<file path="src/rtl/isla_pkg.sv">
// Constants, types and carriers for the two-wire slave with limit alert.
// Assumes one 40 MHz clock domain for everything that imports these names.
package isla_pkg;
    localparam int RES_W = 10;
    localparam int FIELD_LSB = 2;
    localparam int ALERT_MSB = 15;
    localparam int SYNC_W = 2;

    // Register pointer values; the bus word index equals the pointer
    localparam logic [7:0] IDX_RESULT = 8'h00;
    localparam logic [7:0] IDX_STATUS = 8'h01;
    localparam logic [7:0] IDX_CONFIG = 8'h02;
    localparam logic [7:0] IDX_LOW = 8'h03;
    localparam logic [7:0] IDX_HIGH = 8'h04;
    localparam logic [7:0] IDX_HYST = 8'h05;
    localparam logic [7:0] IDX_BUS = 8'h06;
    localparam int AVS_IDX_LSB = 2;
    localparam int AVS_IDX_W = 3;
    localparam int AVS_ADDR_MIN = 5;

    localparam int ST_UNDER = 0;
    localparam int ST_OVER = 1;
    localparam int CFG_W = 5;
    localparam int CFG_POL = 0;
    localparam int CFG_PIN_EN = 2;
    localparam int CFG_FLAG_EN = 3;
    localparam int CFG_HOLD = 4;

    localparam logic [CFG_W-1:0] CFG_RESET = 5'h00;
    localparam logic [RES_W-1:0] LOW_RESET = 10'h000;
    localparam logic [RES_W-1:0] HIGH_RESET = 10'h3ff;
    localparam logic [RES_W-1:0] HYST_RESET = 10'h000;
    localparam logic [RES_W-1:0] RESULT_RESET = 10'h000;

    localparam logic [6:0] ADDR_BASE = 7'h50;
    localparam logic [6:0] ADDR_FIXED = 7'h54;
    localparam logic [4:0] MASTER_CODE_TOP = 5'h01;

    typedef enum logic [1:0] {
        PIN_GND = 2'h0,
        PIN_FLOAT = 2'h1,
        PIN_SUPPLY = 2'h2
    } isla_pin_t;

    typedef enum logic [5:0] {
        S_IDLE = 6'h01,
        S_RX = 6'h02,
        S_RX_ACK = 6'h04,
        S_TX = 6'h08,
        S_TX_ACK = 6'h10,
        S_IGNORE = 6'h20
    } isla_state_t;

    typedef enum logic [1:0] {
        KIND_ADDR = 2'h0,
        KIND_PTR = 2'h1,
        KIND_HI = 2'h2,
        KIND_LO = 2'h3
    } isla_kind_t;

    typedef struct packed {
        logic valid;
        logic [7:0] idx;
        logic [15:0] data;
    } isla_wr_t;

    typedef struct packed {
        logic done;
        logic [RES_W-1:0] result;
    } isla_conv_t;
endpackage

</file>
<file path="src/rtl/isla_top.sv">
// Two-wire register slave of a sampling converter with out-of-range alert.
// Assumes open-drain bus pins resolved outside, a conversion strobe on clk,
// and an Avalon-MM master on the same clock for the register window.
`timescale 1ns/1ps
module isla_top #(
    parameter bit HAS_ADDR_PINS = 1'b1,
    parameter int AVS_ADDR_W = 5
) (
    input wire logic clk,
    input wire logic rst_b,
    input wire logic scl_in,
    input wire logic sda_in,
    output logic sda_out,
    output logic sda_oe_b,
    input wire logic [1:0] addr_select_low_pin,
    input wire logic [1:0] addr_select_high_pin,
    input wire isla_pkg::isla_conv_t conv,
    output logic alert_out,
    input wire logic [AVS_ADDR_W-1:0] avs_address,
    input wire logic avs_read,
    input wire logic avs_write,
    input wire logic [31:0] avs_writedata,
    output logic [31:0] avs_readdata,
    output logic avs_waitrequest
);
    if (AVS_ADDR_W < isla_pkg::AVS_ADDR_MIN) begin : g_chk
        $error("AVS_ADDR_W too small for the register window");
    end

    logic [1:0] rst_sync_q;
    logic rst_n;
    logic [isla_pkg::SYNC_W-1:0] scl_sync_q;
    logic [isla_pkg::SYNC_W-1:0] sda_sync_q;
    logic [isla_pkg::SYNC_W-1:0] alo_sync_q;
    logic [isla_pkg::SYNC_W-1:0] alo_pin_q;
    logic [isla_pkg::SYNC_W-1:0] ahi_sync_q;
    logic [isla_pkg::SYNC_W-1:0] ahi_pin_q;
    logic scl_prev_q;
    logic sda_prev_q;
    logic scl_s;
    logic sda_s;
    logic scl_rise;
    logic scl_fall;
    logic start_c;
    logic stop_c;
    isla_pkg::isla_state_t state_q;
    isla_pkg::isla_kind_t kind_q;
    logic [2:0] bit_cnt_q;
    logic [7:0] shift_q;
    logic [7:0] tx_q;
    logic [15:0] word_q;
    logic ack_q;
    logic ack_phase_q;
    logic rw_q;
    logic byte_sel_q;
    logic sda_oe_b_q;
    logic hs_q;
    logic [7:0] ptr_q;
    logic [7:0] hi_q;
    isla_pkg::isla_wr_t i2c_wr_q;
    isla_pkg::isla_wr_t avs_wr;
    isla_pkg::isla_wr_t wr_port [2];
    logic [7:0] rx_byte;
    logic rx_done;
    logic [6:0] own_addr;
    logic addr_match;
    logic master_code;
    logic [15:0] rd_word;
    logic [isla_pkg::CFG_W-1:0] cfg_q;
    logic [isla_pkg::RES_W-1:0] low_q;
    logic [isla_pkg::RES_W-1:0] high_q;
    logic [isla_pkg::RES_W-1:0] hyst_q;
    logic [isla_pkg::RES_W-1:0] result_q;
    logic over_q;
    logic under_q;
    logic clr_over;
    logic clr_under;
    logic over_hit;
    logic over_rel;
    logic under_hit;
    logic under_rel;
    logic alert_act;
    logic alert_q;
    logic wait_q;
    logic [31:0] readdata_q;
    logic avs_req;
    logic avs_take;
    logic avs_hit;
    logic [7:0] avs_idx;

    // Reset release through two stages
    always_ff @(posedge clk or negedge rst_b) begin
        if (!rst_b) begin
            rst_sync_q <= 2'h0;
        end else begin
            rst_sync_q <= {rst_sync_q[0], 1'b1};
        end
    end
    assign rst_n = rst_sync_q[1];

    // Pins come from outside; the first stage feeds only the second
    always_ff @(posedge clk or negedge rst_n) begin
        if (!rst_n) begin
            scl_sync_q <= 2'h3;
            sda_sync_q <= 2'h3;
            scl_prev_q <= 1'b1;
            sda_prev_q <= 1'b1;
            alo_sync_q <= 2'h0;
            alo_pin_q <= 2'h0;
            ahi_sync_q <= 2'h0;
            ahi_pin_q <= 2'h0;
        end else begin
            scl_sync_q <= {scl_sync_q[0], scl_in};
            sda_sync_q <= {sda_sync_q[0], sda_in};
            scl_prev_q <= scl_sync_q[1];
            sda_prev_q <= sda_sync_q[1];
            alo_sync_q <= addr_select_low_pin;
            alo_pin_q <= alo_sync_q;
            ahi_sync_q <= addr_select_high_pin;
            ahi_pin_q <= ahi_sync_q;
        end
    end
    assign scl_s = scl_sync_q[1];
    assign sda_s = sda_sync_q[1];
    assign scl_rise = scl_s & ~scl_prev_q;
    assign scl_fall = ~scl_s & scl_prev_q;
    assign start_c = scl_s & scl_prev_q & sda_prev_q & ~sda_s;
    assign stop_c = scl_s & scl_prev_q & ~sda_prev_q & sda_s;

    function automatic logic [1:0] pin_code(input logic [1:0] lvl);
        case (lvl)
            isla_pkg::PIN_FLOAT: pin_code = 2'h0;
            isla_pkg::PIN_GND: pin_code = 2'h1;
            isla_pkg::PIN_SUPPLY: pin_code = 2'h2;
            default: pin_code = 2'h0;
        endcase
    endfunction

    assign own_addr = HAS_ADDR_PINS ? (isla_pkg::ADDR_BASE | {3'h0, pin_code(ahi_pin_q), pin_code(alo_pin_q)})
                                    : isla_pkg::ADDR_FIXED;
    assign rx_byte = {shift_q[6:0], sda_s};
    assign rx_done = (state_q == isla_pkg::S_RX) && scl_rise && (bit_cnt_q == 3'h7);
    assign addr_match = rx_byte[7:1] == own_addr;
    assign master_code = rx_byte[7:3] == isla_pkg::MASTER_CODE_TOP;

    function automatic logic two_byte(input logic [7:0] idx);
        two_byte = (idx != isla_pkg::IDX_STATUS) && (idx != isla_pkg::IDX_CONFIG);
    endfunction

    function automatic logic [15:0] reg_value(input logic [7:0] idx);
        case (idx)
            isla_pkg::IDX_RESULT: reg_value = {cfg_q[isla_pkg::CFG_FLAG_EN] & (over_q | under_q),
                                               3'h0, result_q, 2'h0};
            isla_pkg::IDX_STATUS: reg_value = {14'h0000, over_q, under_q};
            isla_pkg::IDX_CONFIG: reg_value = {11'h000, cfg_q};
            isla_pkg::IDX_LOW: reg_value = {4'h0, low_q, 2'h0};
            isla_pkg::IDX_HIGH: reg_value = {4'h0, high_q, 2'h0};
            isla_pkg::IDX_HYST: reg_value = {4'h0, hyst_q, 2'h0};
            isla_pkg::IDX_BUS: reg_value = {8'h00, own_addr, hs_q};
            default: reg_value = 16'h0000;
        endcase
    endfunction
    assign rd_word = reg_value(ptr_q);

    // Serial engine: samples on SCL rise, changes SDA only after SCL fall
    always_ff @(posedge clk or negedge rst_n) begin
        if (!rst_n) begin
            state_q <= isla_pkg::S_IDLE;
            kind_q <= isla_pkg::KIND_ADDR;
            bit_cnt_q <= 3'h0;
            shift_q <= 8'h00;
            tx_q <= 8'h00;
            word_q <= 16'h0000;
            ack_q <= 1'b0;
            ack_phase_q <= 1'b0;
            rw_q <= 1'b0;
            byte_sel_q <= 1'b0;
            sda_oe_b_q <= 1'b1;
        end else if (stop_c) begin
            state_q <= isla_pkg::S_IDLE;
            sda_oe_b_q <= 1'b1;
        end else if (start_c) begin
            state_q <= isla_pkg::S_RX;
            kind_q <= isla_pkg::KIND_ADDR;
            bit_cnt_q <= 3'h0;
            ack_phase_q <= 1'b0;
            sda_oe_b_q <= 1'b1;
        end else begin
            case (state_q)
                isla_pkg::S_RX: begin
                    if (scl_rise) begin
                        shift_q <= rx_byte;
                        bit_cnt_q <= bit_cnt_q + 3'h1;
                        if (bit_cnt_q == 3'h7) begin
                            state_q <= isla_pkg::S_RX_ACK;
                            ack_phase_q <= 1'b0;
                            case (kind_q)
                                isla_pkg::KIND_ADDR: begin
                                    ack_q <= addr_match;
                                    rw_q <= rx_byte[0];
                                    kind_q <= isla_pkg::KIND_PTR;
                                end
                                isla_pkg::KIND_PTR: begin
                                    ack_q <= 1'b1;
                                    kind_q <= isla_pkg::KIND_HI;
                                end
                                isla_pkg::KIND_HI: begin
                                    ack_q <= 1'b1;
                                    kind_q <= isla_pkg::KIND_LO;
                                end
                                default: begin
                                    ack_q <= 1'b1;
                                    kind_q <= isla_pkg::KIND_HI;
                                end
                            endcase
                        end
                    end
                end
                isla_pkg::S_RX_ACK: begin
                    if (scl_fall) begin
                        if (!ack_phase_q) begin
                            ack_phase_q <= 1'b1;
                            sda_oe_b_q <= ~ack_q;
                        end else if (!ack_q) begin
                            state_q <= isla_pkg::S_IGNORE;
                            sda_oe_b_q <= 1'b1;
                        end else if (rw_q) begin
                            state_q <= isla_pkg::S_TX;
                            word_q <= rd_word;
                            tx_q <= two_byte(ptr_q) ? rd_word[15:8] : rd_word[7:0];
                            sda_oe_b_q <= two_byte(ptr_q) ? rd_word[15] : rd_word[7];
                            byte_sel_q <= 1'b1;
                            bit_cnt_q <= 3'h0;
                        end else begin
                            state_q <= isla_pkg::S_RX;
                            sda_oe_b_q <= 1'b1;
                            bit_cnt_q <= 3'h0;
                        end
                    end
                end
                isla_pkg::S_TX: begin
                    if (scl_rise) begin
                        bit_cnt_q <= bit_cnt_q + 3'h1;
                    end else if (scl_fall) begin
                        if (bit_cnt_q == 3'h0) begin
                            state_q <= isla_pkg::S_TX_ACK;
                            sda_oe_b_q <= 1'b1;
                        end else begin
                            tx_q <= {tx_q[6:0], 1'b0};
                            sda_oe_b_q <= tx_q[6];
                        end
                    end
                end
                isla_pkg::S_TX_ACK: begin
                    if (scl_rise) begin
                        ack_q <= ~sda_s;
                    end else if (scl_fall) begin
                        if (ack_q) begin
                            state_q <= isla_pkg::S_TX;
                            bit_cnt_q <= 3'h0;
                            byte_sel_q <= ~byte_sel_q;
                            if (byte_sel_q && two_byte(ptr_q)) begin
                                tx_q <= word_q[7:0];
                                sda_oe_b_q <= word_q[7];
                            end else begin
                                word_q <= rd_word;
                                tx_q <= two_byte(ptr_q) ? rd_word[15:8] : rd_word[7:0];
                                sda_oe_b_q <= two_byte(ptr_q) ? rd_word[15] : rd_word[7];
                            end
                        end else begin
                            state_q <= isla_pkg::S_IGNORE;
                        end
                    end
                end
                isla_pkg::S_IGNORE: sda_oe_b_q <= 1'b1;
                isla_pkg::S_IDLE: sda_oe_b_q <= 1'b1;
                default: begin
                    state_q <= isla_pkg::S_IDLE;
                    sda_oe_b_q <= 1'b1;
                end
            endcase
        end
    end

    // Master code enters high speed; restarts keep it, a stop ends it
    always_ff @(posedge clk or negedge rst_n) begin
        if (!rst_n) begin
            hs_q <= 1'b0;
        end else if (stop_c) begin
            hs_q <= 1'b0;
        end else if (rx_done && kind_q == isla_pkg::KIND_ADDR && master_code) begin
            hs_q <= 1'b1;
        end
    end

    // Pointer and write staging
    always_ff @(posedge clk or negedge rst_n) begin
        if (!rst_n) begin
            ptr_q <= isla_pkg::IDX_RESULT;
            hi_q <= 8'h00;
            i2c_wr_q <= '0;
        end else begin
            i2c_wr_q.valid <= 1'b0;
            if (rx_done && kind_q == isla_pkg::KIND_PTR) begin
                ptr_q <= rx_byte;
            end
            if (rx_done && kind_q == isla_pkg::KIND_HI) begin
                hi_q <= rx_byte;
                if (!two_byte(ptr_q)) begin
                    i2c_wr_q <= '{valid: 1'b1, idx: ptr_q, data: {8'h00, rx_byte}};
                end
            end
            if (rx_done && kind_q == isla_pkg::KIND_LO && two_byte(ptr_q)) begin
                i2c_wr_q <= '{valid: 1'b1, idx: ptr_q, data: {hi_q, rx_byte}};
            end
        end
    end

    // Avalon slave: one wait cycle, then a single accepting cycle
    assign avs_req = avs_read | avs_write;
    assign avs_take = avs_req & ~wait_q;
    assign avs_hit = (avs_address >> (isla_pkg::AVS_IDX_LSB + isla_pkg::AVS_IDX_W)) == '0;
    assign avs_idx = {5'h00, avs_address[isla_pkg::AVS_IDX_LSB +: isla_pkg::AVS_IDX_W]};
    always_comb begin
        avs_wr.valid = avs_write & ~wait_q & avs_hit;
        avs_wr.idx = avs_idx;
        avs_wr.data = avs_writedata[15:0];
        wr_port[0] = avs_wr;
        wr_port[1] = i2c_wr_q;
    end

    always_ff @(posedge clk or negedge rst_n) begin
        if (!rst_n) begin
            wait_q <= 1'b1;
            readdata_q <= 32'h0000_0000;
        end else if (avs_take) begin
            wait_q <= 1'b1;
        end else if (avs_req) begin
            wait_q <= 1'b0;
            readdata_q <= (avs_read && avs_hit) ? {16'h0000, reg_value(avs_idx)} : 32'h0000_0000;
        end
    end

    // Both ports write; the serial write lands last when they collide
    always_ff @(posedge clk or negedge rst_n) begin
        if (!rst_n) begin
            cfg_q <= isla_pkg::CFG_RESET;
            low_q <= isla_pkg::LOW_RESET;
            high_q <= isla_pkg::HIGH_RESET;
            hyst_q <= isla_pkg::HYST_RESET;
        end else begin
            for (int p = 0; p < 2; p++) begin
                if (wr_port[p].valid) begin
                    case (wr_port[p].idx)
                        isla_pkg::IDX_CONFIG: cfg_q <= wr_port[p].data[isla_pkg::CFG_W-1:0];
                        isla_pkg::IDX_LOW: low_q <= wr_port[p].data[isla_pkg::FIELD_LSB +: isla_pkg::RES_W];
                        isla_pkg::IDX_HIGH: high_q <= wr_port[p].data[isla_pkg::FIELD_LSB +: isla_pkg::RES_W];
                        isla_pkg::IDX_HYST: hyst_q <= wr_port[p].data[isla_pkg::FIELD_LSB +: isla_pkg::RES_W];
                        default: ;
                    endcase
                end
            end
        end
    end

    always_ff @(posedge clk or negedge rst_n) begin
        if (!rst_n) begin
            result_q <= isla_pkg::RESULT_RESET;
        end else if (conv.done) begin
            result_q <= conv.result;
        end
    end

    always_comb begin
        clr_over = 1'b0;
        clr_under = 1'b0;
        for (int p = 0; p < 2; p++) begin
            if (wr_port[p].valid && wr_port[p].idx == isla_pkg::IDX_STATUS) begin
                clr_over = clr_over | wr_port[p].data[isla_pkg::ST_OVER];
                clr_under = clr_under | wr_port[p].data[isla_pkg::ST_UNDER];
            end
        end
    end

    // Hits and releases only come on a conversion strobe; a status write can clear flags between samples
    assign over_hit = conv.done && (conv.result > high_q);
    assign under_hit = conv.done && (conv.result < low_q);
    assign over_rel = conv.done && !cfg_q[isla_pkg::CFG_HOLD] &&
                      (({1'b0, conv.result} + {1'b0, hyst_q}) < {1'b0, high_q});
    assign under_rel = conv.done && !cfg_q[isla_pkg::CFG_HOLD] &&
                       ({1'b0, conv.result} > ({1'b0, low_q} + {1'b0, hyst_q}));

    // A new hit beats a clear in the same cycle
    always_ff @(posedge clk or negedge rst_n) begin
        if (!rst_n) begin
            over_q <= 1'b0;
            under_q <= 1'b0;
        end else begin
            if (over_hit) begin
                over_q <= 1'b1;
            end else if (over_rel || clr_over) begin
                over_q <= 1'b0;
            end
            if (under_hit) begin
                under_q <= 1'b1;
            end else if (under_rel || clr_under) begin
                under_q <= 1'b0;
            end
        end
    end

    assign alert_act = cfg_q[isla_pkg::CFG_PIN_EN] & (over_q | under_q);
    always_ff @(posedge clk or negedge rst_n) begin
        if (!rst_n) begin
            alert_q <= 1'b1;
        end else begin
            alert_q <= cfg_q[isla_pkg::CFG_POL] ? alert_act : ~alert_act;
        end
    end

    assign sda_out = 1'b0;
    assign sda_oe_b = sda_oe_b_q;
    assign alert_out = alert_q;
    assign avs_readdata = readdata_q;
    assign avs_waitrequest = wait_q;
endmodule

</file>
<file path="config.mk">
export PLATFORM = sky130hd
export DESIGN_NAME = isla_top
export DESIGN_NICKNAME = d
export VERILOG_FILES = /design/src/rtl/isla_pkg.sv /design/src/rtl/isla_top.sv
export SDC_FILE = /design/constraint.sdc
export NUM_CORES = 1
export LEC_CHECK = 0
export BUFFER_PORTS_ARGS = -buffer_cell sky130_fd_sc_hd__buf_4
export CAP_MARGIN = 15
export CORE_MARGIN = 4
export CORE_UTILIZATION = 30
export DETAILED_ROUTE_END_ITERATION = 7
export HOLD_SLACK_MARGIN = 0.05
export PLACE_DENSITY_LB_ADDON = 0.12
export SYNTH_ARGS = -nofsm -noshare
export SYNTH_HDL_FRONTEND = slang
export SYNTH_SLANG_ARGS = --single-unit
</file>
<file path="constraint.sdc">
create_clock -name clk -period 7.3 [get_ports clk]
set_clock_uncertainty 0.15 [all_clocks]
set_input_delay 2.19 -clock clk [delete_from_list [all_inputs] [get_ports clk]]
set_output_delay 2.19 -clock clk [all_outputs]
set_load 0.02 [all_outputs]
</file>
==> run_results.csv, run 1 <==
group,metric,value,unit
outcome,status,"completed",
pwr,total_power,3710,uW
synth,synth_edf_count,0,
worst_hold_path,hp-class,"reg2async",
synth,ys_seq_elements,150,
setup_path,cp_data_required_time,7.47,ns
layout,final_common_cell,"dfrtp_1",
layout,nets,1135,
detailed_routing,routedWlPerCell,20.5,um
cts,cts_tree,"yes",
floorplanning,design.portCount,94,
setup_path,cp-end-kind,"register",
pwr,p_sw,1450,uW
detailed_routing,first_pass_iters,5,
grt,grt_pass1_wl,44.3,mm
synth,synthesis.area,9410,um^2
synth,syn_inst,987,
detailed_routing,ant_nets,0,
layout,area_growth,13.7,%
cts,ctsHtreeMaxLevel,4,
grt,antenna_found_initial,0,
layout,antenna_cells,0,
floorplanning,dieWidth,185,um
pwr,p_seq_share,34.5,%
cts,cts.sinks,150,
pwr,p_clk_share,25.7,%
cts,cts_hold_buf,0,
floorplanning,die_h,185,um
grt,grt_max_degree,57,
pwr,internal_power,2260,uW
cts,clk_latency,0.43,ns
sta,drv_slew,0,
synth,synth_mux_area_share,10.5,%
setup_path,startpoint_type,"primary input",
sta,tightest_slew,1.07,ns
detailed_routing,num_vias,7512,
place,io_buffers,51,
synth,syn_area_per_cell,9.53,um^2
sta,post-route-period-util,65.8,%
synth,async_flop_share,100,%
layout,nFillCells,3196,
floorplanning,core-area,30700,um^2
cts,postCtsSetupBuffers,0,
cts,cts_buffers,17,
pwr,power_per_cell_area,347,nW/um^2
floorplanning,dieArea,34300,um^2
setup_path,path_class,"in2reg",
synth,synth_fa_ha_area_share,8.54,%
detailed_routing,dr.first_iter.drc_count,531,
place,placed_area,10100,um^2
synth,synth_top_family_by_area,"compound AO/OA/AOI/OAI gates",
cts,cts.path.max_buffers,2,
job,maxCapViolations,0,
sta,fin_crit,4.80,ns
place,gp_congestion,0.859,
sta,max_freq,0.208,GHz
layout,design_area,10700,um^2
layout,drive_gt1_share,16.7,%
floorplanning,num_rows,64,
grt,grt_usage,17.2,%
pwr,p_leak,0.00481,uW
layout,multiInputGateArea,5230,um^2
place,dp_hpwl,21.8,mm
synth,synth_xor_area_share,2.23,%
pwr,combPwrFrac,39.8,%
sta,final-hold-violation-count,0,
synth,synthSimpleGateAreaFrac,14.3,%
detailed_routing,drcViolationCount,0,
layout,layout_common_cells,"129 x dfrtp_1, 90 x nor2_1, 74 x a21oi_1",
synth,seq_area_frac_synth,40.2,%
pwr,switching_share,39.0,%
synth,ys_warn_count,0,
layout,register_area,3780,um^2
cts,cts_resized,0,
detailed_routing,via_per_inst,5.28,
synth,netlist-cell-type-count,73,
grt,first_global_vias,7270,
synth,synthFlopType,"dfrtp_1",
setup_path,path_max_fanout,3,
synth,synth_compound_area_share,19.2,%
detailed_routing,routed_wl,29.1,mm
floorplanning,start_util,30.6,%
sta,finalSetupViolCount,0,
cts,clkSlewWorstSetupHoldPaths,0.07,ns
setup_path,worstPathArrival,4.97,ns
cts,cts_root_buf,"clkbuf_16",
grt,grt_overflow,0,
sta,rsz0062_at_grt,"no",
pwr,vdd.ir_drop.worst,142,uV
sta,slew_headroom,28.1,%
sta,final.setup.tns,0,ns
-- cell type report --
| type | count | area share (%) |
|---|---|---|
| sequential | 150 | 35.4 |
| multi-input combinational | 755 | 48.9 |
| tap | 396 | 4.63 |
| timing repair buffer | 57 | 4.00 |
| clock inverter | 12 | 1.65 |
| inverter | 33 | 1.16 |
| clock buffer | 20 | 4.27 |
-- sequential cells by signal, summed over array words and instances (netlist names), 3 cells and up --
signal and flops:
avs_readdata 13, bit_cnt_q 3, cfg_q 5, hi_q 4, high_q 10, hyst_q 10, i2c_wr_q 21, low_q 10
ptr_q 8, result_q 10, shift_q 7, state_q 6, tx_q 7, word_q 8
-- critical path, cell delays in order --
cell and delay, ns:
buf_4 0.12, ha_1 0.21, fa_1 0.41, a21o_1 0.18
a21o_1 0.19, a21oi_1 0.20, o21bai_1 0.10, xor2_1 0.16
ha_1 0.30, and4_1 0.16, o21ai_0 0.08, o211ai_1 0.18
o2111ai_1 0.15, a31o_2 0.25, o311ai_0 0.10
-- worst paths after layout --
kind | startpoint | end | slack [ns] | depth (start not counted)
worst max-delay path | conv[0] | over_q$_DFFE_PN0P_ | 2.50 | 15
worst min-delay path | rst_sync_q[1]$_DFF_PN0_ | i2c_wr_q[5]$_DFFE_PN0P_ | 0.16 | 0
worst max register to register | hyst_q[0]$_DFF_PN0_ | under_q$_DFFE_PN0P_ | 3.59 | 12
worst min register to register | rst_sync_q[1]$_DFF_PN0_ | i2c_wr_q[5]$_DFFE_PN0P_ | 0.16 | 0
max in group asynchronous | rst_b | rst_sync_q[1]$_DFF_PN0_ | 5.52 | 1
min in group clk | rst_sync_q[0]$_DFF_PN0_ | rst_sync_q[1]$_DFF_PN0_ | 0.20 | 0
-- power by group through the flow --
stage,combinational [uW],clock (uW),sequential (uW)
floorplan,1090,0,1170
finish,1480,956,1280
CTS,1490,982,1280
global placement,1480,0,1300
global route,1700,1020,1300
detailed placement,1490,0,1290
-- routing by layer --
layer,GRT usage [%],vias up,share of wire [%]
li1,-,3635,-
met1,25.0,3669,49
met2,26.0,174,44
met3,3.18,34,4.5
met4,4.93,0,2.4
met5,0,-,0
-- synth_stat cells (5+ instances only) --
library cell / n / area (um^2)
xnor2_1: 14 / 123
a221oi_1: 7 / 61.3
nand2b_1: 14 / 87.6
a31oi_1: 9 / 56.3
o21a_1: 6 / 45.0
a22o_1: 21 / 184
nand3_1: 20 / 100
o21bai_1: 5 / 37.5
ha_1: 61 / 763
xor2_1: 10 / 87.6
nand4_1: 6 / 37.5
nor2_1: 90 / 338
a21oi_1: 74 / 370
dfrtp_1: 130 / 3250
buf_1: 5 / 18.8
clkbuf_1: 38 / 143
o211ai_1: 12 / 90.1
nor2b_1: 11 / 68.8
a21o_1: 6 / 45.0
buf_4: 20 / 150
o21ai_1: 6 / 30.0
nand2_1: 72 / 270
mux2_2: 41 / 462
o41ai_1: 6 / 52.6
inv_1: 33 / 124
nor4_1: 5 / 31.3
o22ai_1: 11 / 68.8
o21ai_0: 60 / 300
mux2_4: 7 / 105
nand3b_1: 7 / 52.6
and2_1: 6 / 37.5
nor3_1: 16 / 80.1
dfstp_2: 20 / 526
mux2i_1: 42 / 420
a22oi_1: 17 / 128
-- kinds of logic after synthesis --
logic type	Yosys count
compound gates	279
simple gates	278
flops	150
buf+inv	101
mux	90
fa+ha+maj	63
xor+xnor	24
other cells	2
-- per-stage QoR --
stage | setup WS [ns] | hold slack (ns) | cells | utilization (%)
floorplan | 2.45 | 0.181 | 1006 | -
global placement | 2.06 | 0.178 | 1391 | 32.7
detailed placement | 2.04 | 0.177 | 1391 | 32.7
CTS | 2.49 | 0.183 | 1423 | 34.8
global route | 2.27 | 0.210 | 1423 | 34.8
finish | 2.50 | 0.157 | 1423 | 34.8
Note: power is estimated with default switching activity, not from simulation.
==> run 2: changes to the inputs <==
==> constraint.sdc (replaced) <==
create_clock -name clk -period 4.5 [get_ports clk]
set_clock_uncertainty 0.15 [all_clocks]
set_input_delay 1.35 -clock clk [delete_from_list [all_inputs] [get_ports clk]]
set_output_delay 1.35 -clock clk [all_outputs]
set_load 0.02 [all_outputs]
==> run 2 against run 1 <==
Global-route usage is 0.17 points higher. Clock-buffer cell count fell by 1. Power increased by 61%. Non-clock buffer count up 4. Wire length about the same. Largest power group unchanged. Sequential share of layout area fell by 0.091 points. Critical path depth is the same. Core utilization up 0.090 points. Register-to-register slack worse by 2.8 ns. Clock power grew 57%. Via count is 0.73% lower.
==> run_results.csv, run 2 (synthesis gave the netlist of run 1 again) <==
group,metric,value,unit
setup_path,cp-end-kind,"register",
layout,area_growth,14.0,%
layout,antenna_cells,0,
place,gp_congestion,0.870,
place,dp_hpwl,21.9,mm
layout,nFillCells,3243,
floorplanning,num_rows,64,
detailed_routing,routed_wl,29.1,mm
grt,first_global_vias,7330,
grt,grt_usage,17.3,%
setup_path,slowest_stage,"fa_1",
pwr,switching_share,39.9,%
setup_path,path_max_fanout,3,
layout,nets,1139,
setup_path,cp_data_required_time,4.66,ns
setup_path,rr_startpoint,"hyst_q[0]$_DFF_PN0_",
setup_path,cp_top_family,"compound AO/OA/AOI/OAI gates",
cts,cts.path.max_buffers,2,
layout,register_area,3780,um^2
cts,cts_root_buf,"clkbuf_16",
layout,largest_reg_flops,21,
pwr,p_clk_share,25.0,%
worst_hold_path,holdPathEnd,"rst_sync_q[1]$_DFF_PN0_",
detailed_routing,routedWlPerCell,20.4,um
pwr,power_per_cell_area,559,nW/um^2
detailed_routing,drcViolationCount,0,
setup_path,path_class,"in2reg",
pwr,p_leak,0.00482,uW
sta,tightest_slew,1.02,ns
pwr,total_power,6000,uW
detailed_routing,first_pass_iters,5,
sta,post-route-period-util,87.1,%
sta,fin_crit,3.92,ns
pwr,p_sw,2390,uW
layout,multiInputGateArea,5230,um^2
floorplanning,core-area,30700,um^2
cts,postCtsSetupBuffers,0,
setup_path,slowest_delay,0.41,ns
cts,clk_latency,0.44,ns
sta,final-hold-violation-count,0,
layout,layout_common_cells,"129 x dfrtp_1, 90 x nor2_1, 74 x a21oi_1",
sta,drv_slew,0,
setup_path,crit_chain,"buf_4, ha_1, fa_1, a21o_1, a21o_1, a21oi_1, o21bai_1, xor2_1, ha_1, and4_1, o21ai_0, o211ai_1, o2111ai_1, a31o_2, o311ai_0",
cts,ctsHtreeMaxLevel,4,
floorplanning,start_util,30.6,%
cts,cts_hold_buf,0,
worst_hold_path,hp-class,"reg2reg",
sta,final.setup.tns,0,ns
setup_path,worstPathArrival,4.08,ns
sta,whs,0.200,ns
setup_path,startpoint_type,"primary input",
floorplanning,design.portCount,94,
setup_path,r2r_cells,12,
setup_path,r2r-end,"under_q$_DFFE_PN0P_",
detailed_routing,via_per_inst,5.23,
detailed_routing,ant_nets,0,
place,io_buffers,51,
setup_path,path_buf_inv,1,
cts,cts_buffers,17,
layout,final_common_cell,"dfrtp_1",
cts,clkSlewWorstSetupHoldPaths,0.07,ns
sta,max_freq,0.255,GHz
sta,finalSetupViolCount,0,
detailed_routing,num_vias,7457,
pwr,internal_power,3600,uW
sta,rsz0062_at_grt,"no",
grt,grt_overflow,0,
floorplanning,dieArea,34300,um^2
grt,antenna_found_initial,0,
setup_path,r2r_slack,0.81,ns
layout,top_register,"i2c_wr_q",
pwr,p_seq_share,34.3,%
layout,drive_gt1_share,17.1,%
worst_hold_path,hold_depth,0,
grt,grt_max_degree,91,
cts,cts_resized,0,
floorplanning,dieWidth,185,um
grt,grt_pass1_wl,45.1,mm
job,maxCapViolations,0,
worst_hold_path,min-delay-start,"rst_sync_q[0]$_DFF_PN0_",
detailed_routing,dr.first_iter.drc_count,462,
pwr,vdd.ir_drop.worst,253,uV
cts,cts_tree,"yes",
pwr,combPwrFrac,40.7,%
outcome,status,"completed",
sta,slew_headroom,31.7,%
cts,cts.sinks,150,
floorplanning,die_h,185,um
## run 2: cell types whose count changed in the layout (fill, tap and decap cells not counted), sizes merged
cell    change
clkbuf      -1
inv         +5
bufinv      -2
buf         +4
clkinv      -2
## run 2: cell type report
type | count | share of cell area [%]
multi-input cells | 755 | 48.8
flip-flops and latches | 150 | 35.3
well taps | 396 | 4.62
repair buffers | 61 | 4.42
clock buffers | 19 | 4.22
clock inverters | 13 | 1.51
inverters | 33 | 1.16
## run 2: per-stage QoR
| stage | util [%] | std cells | worst slack [ns] | area, um^2 |
|---|---|---|---|---|
| floorplan | - | 1006 | 0.495 | 9480 |
| global placement | 32.8 | 1394 | 0.126 | 10100 |
| detailed placement | 32.8 | 1394 | 0.147 | 10100 |
| CTS | 34.8 | 1426 | 0.589 | 10700 |
| global route | 34.9 | 1427 | 0.413 | 10700 |
| finish | 34.9 | 1427 | 0.582 | 10700 |
## run 2: worst max path at each step
stage	from	to	slack, ns	depth (start not counted)
after floorplan	conv[0]	over_q$_DFFE_PN0P_	0.49	14
after detailed placement	conv[0]	over_q$_DFFE_PN0P_	0.15	15
after global placement	conv[0]	over_q$_DFFE_PN0P_	0.13	15
final	conv[0]	over_q$_DFFE_PN0P_	0.58	15
after CTS	conv[0]	over_q$_DFFE_PN0P_	0.59	15
after global routing	conv[0]	over_q$_DFFE_PN0P_	0.41	15
## run 2: power groups by stage
stage | registers, uW | clock network [uW] | logic (uW)
after floorplan | 1910 | 0 | 1760
after global placement | 2080 | 0 | 2420
after detailed placement | 2080 | 0 | 2450
after CTS | 2050 | 1540 | 2460
after global routing | 2080 | 1600 | 2780
final | 2050 | 1500 | 2440
## run 2: worst register-to-register path, stage by stage, from the launching register on
cell and delay [ns]:
dfrtp_1 0.50, ha_1 0.27, fa_1 0.42, a21oi_1 0.22, o211ai_1 0.17, o41a_1 0.37, xnor2_1 0.19, ha_1 0.28
nand3_1 0.12, nor3_1 0.06, a2111oi_0 0.37, nand3_1 0.20, a22o_1 0.27
## run 2: per-layer routing
metal	GRT usage (%)	vias to the layer above	share of wire, %
met3	3.34	23	4.7
met4	4.26	0	1.7
met2	26.7	171	45
met1	25.2	3617	48
met5	0	-	0
li1	-	3646	-
==> run 3: changes to the inputs <==
--- a/config.mk
+++ b/config.mk
@@ -12,6 +12,7 @@
 export DETAILED_ROUTE_END_ITERATION = 7
 export HOLD_SLACK_MARGIN = 0.05
 export PLACE_DENSITY_LB_ADDON = 0.12
+export RECOVER_POWER = 25
 export SYNTH_ARGS = -nofsm -noshare
 export SYNTH_HDL_FRONTEND = slang
 export SYNTH_SLANG_ARGS = --single-unit
==> run 3 against run 2 <==
Global-route usage unchanged. The run now ends with max-capacitance violations, max-slew violations left. Register-to-register slack is essentially flat. Final area fell by 0.14%. Combinational power about the same. Hold slack is essentially flat. Via count about the same. Fmax decreased by 0.22%. Critical path depth stayed put. Core utilization barely moved. Flip-flop and latch count stayed put. Power barely moved. Critical endpoint unchanged.
==> run_results.csv, run 3 (synthesis gave the netlist of run 1 again) <==
group,metric,value,unit
sta,tightest_slew,2.68,ns
job,maxCapViolations,1,
setup_path,crit_end,"over_q$_DFFE_PN0P_",
layout,area_growth,13.8,%
cts,cts_tree,"yes",
floorplanning,core-area,30700,um^2
layout,nets,1139,
worst_hold_path,hp-class,"reg2reg",
layout,final_cells,1427,
setup_path,path_max_fanout,3,
setup_path,worstPathArrival,4.09,ns
sta,slew_headroom,-78.8,%
cts,clk_latency,0.44,ns
sta,final-hold-violation-count,0,
sta,drv_slew,59,
pwr,power_per_cell_area,560,nW/um^2
outcome,violations,"max-capacitance violations, max-slew violations",
grt,grt_pass1_wl,45.1,mm
cts,cts_resized,0,
floorplanning,die_h,185,um
setup_path,rr_startpoint,"hyst_q[0]$_DFF_PN0_",
layout,final_common_cell,"dfrtp_1",
sta,fin_crit,3.93,ns
detailed_routing,drcViolationCount,0,
pwr,p_seq_share,34.2,%
layout,drive_gt1_share,16.5,%
pwr,p_leak,0.00481,uW
cts,cts_root_buf,"clkbuf_16",
cts,cts_hold_buf,0,
layout,nFillCells,3241,
setup_path,slowest_stage,"fa_1",
setup_path,cp-end-kind,"register",
setup_path,r2r-end,"under_q$_DFFE_PN0P_",
layout,layout_common_cells,"130 x dfrtp_1, 90 x nor2_1, 74 x a21oi_1",
detailed_routing,dr.first_iter.drc_count,512,
setup_path,r2r_slack,0.80,ns
sta,final.setup.tns,0,ns
setup_path,crit_start,"conv[0]",
sta,rsz0062_at_grt,"no",
grt,first_global_vias,7330,
pwr,vdd.ir_drop.worst,254,uV
grt,grt_usage,17.3,%
floorplanning,num_rows,64,
setup_path,crit_chain,"buf_4, ha_1, fa_1, a21o_1, a21o_1, a21oi_1, o21bai_1, xor2_1, ha_1, and4_1, o21ai_0, o211ai_1, o2111ai_1, a31o_2, o311ai_0",
setup_path,path_class,"in2reg",
place,dp.cells,1394,
layout,antenna_cells,0,
grt,grt_overflow,0,
place,gp_congestion,0.870,
detailed_routing,first_pass_iters,4,
cts,ctsHtreeMaxLevel,4,
cts,postCtsSetupBuffers,0,
pwr,combPwrFrac,40.7,%
setup_path,startpoint_type,"primary input",
layout,largest_reg_flops,21,
cts,cts_buffers,17,
cts,cts.path.max_buffers,2,
grt,antenna_found_initial,0,
place,dp_hpwl,21.9,mm
cts,cts.sinks,150,
detailed_routing,ant_nets,0,
pwr,switching_share,40.0,%
sta,finalSetupViolCount,0,
detailed_routing,via_per_inst,5.23,
pwr,total_power,6000,uW
detailed_routing,num_vias,7458,
setup_path,cp_data_required_time,4.66,ns
floorplanning,start_util,30.6,%
outcome,status,"finished, violations left",
cts,clkSlewWorstSetupHoldPaths,0.07,ns
grt,grt_max_degree,91,
floorplanning,dieWidth,185,um
setup_path,r2r_cells,12,
detailed_routing,routed_wl,29.2,mm
sta,post-route-period-util,87.3,%
sta,max_freq,0.255,GHz
pwr,p_sw,2400,uW
pwr,p_clk_share,25.1,%
detailed_routing,routedWlPerCell,20.4,um
layout,top_register,"i2c_wr_q",
pwr,internal_power,3600,uW
place,io_buffers,51,
floorplanning,dieArea,34300,um^2
setup_path,slowest_delay,0.41,ns
floorplanning,design.portCount,94,
==> run 3: cell count changes in the layout (fill, tap and decap cells not counted) <==
| cell | delta |
|---|---|
| buf_4 | -9 |
| clkbuf_4 | +6 |
| clkbuf_1 | +3 |
| dfstp_1 | +2 |
| dfstp_2 | -2 |
| dfrtp_1 | +1 |
| dfrtp_4 | -1 |
==> run 3: critical path, delay by kind of cell <==
family / cells / cell delay [ns]
AO/OA/AOI/OAI: 9 / 1.39
XOR/XNOR: 1 / 0.15
adder cells (fa/ha/maj): 3 / 0.92
buffers and inverters: 1 / 0.12
AND/OR/NAND/NOR: 1 / 0.16
==> run 3: per-layer routing <==
| layer | vias to the layer above | global-route usage [%] | part of all wire (%) |
|---|---|---|---|
| li1 | 3649 | - | - |
| met1 | 3604 | 25.2 | 48 |
| met2 | 181 | 26.7 | 45 |
| met3 | 24 | 3.34 | 4.5 |
| met4 | 0 | 4.26 | 1.8 |
| met5 | - | 0 | 0 |
==> run 3: worst min path at each step <==
stage	start	to	slack, ns	cells after the start
detailed placement	rst_sync_q[0]$_DFF_PN0_	rst_sync_q[1]$_DFF_PN0_	0.19	0
CTS	rst_sync_q[0]$_DFF_PN0_	rst_sync_q[1]$_DFF_PN0_	0.20	0
global route	ahi_sync_q[0]$_DFF_PN0_	ahi_pin_q[0]$_DFF_PN0_	0.21	0
global placement	rst_sync_q[0]$_DFF_PN0_	rst_sync_q[1]$_DFF_PN0_	0.18	0
floorplan	rst_sync_q[0]$_DFF_PN0_	rst_sync_q[1]$_DFF_PN0_	0.18	0
finish	rst_sync_q[0]$_DFF_PN0_	rst_sync_q[1]$_DFF_PN0_	0.20	0
==> run 3: power by group through the flow <==
stage | clock, uW | sequential, uW | combinational, uW
3_5_place_dp | 0 | 2080 | 2450
3_3_place_gp | 0 | 2080 | 2420
6_report | 1500 | 2050 | 2440
2_1_floorplan | 0 | 1910 | 1760
4_1_cts | 1540 | 2050 | 2460
5_1_grt | 1600 | 2080 | 2780
==> run 3: final cells by class <==
class                   instances  area, um^2  share of cell area, %
multi-input cells             755        5230                   48.9
flip-flops and latches        150        3780                   35.3
clock buffers                  19         453                   4.23
inverters                      33         124                   1.16
clock inverters                13         161                   1.51
repair buffers                 61         463                   4.32
well taps                     396         495                   4.63
==> run 3: stage by stage <==
step                hold slack (ns)  instance area (um^2)  utilization (%)  setup slack [ns]
global route                  0.211                 10700             34.8             0.413
global placement              0.182                 10100             32.8             0.126
finish                        0.200                 10700             34.8             0.573
floorplan                     0.181                  9480                -             0.495
CTS                           0.202                 10700             34.8             0.589
detailed placement            0.187                 10100             32.8             0.147
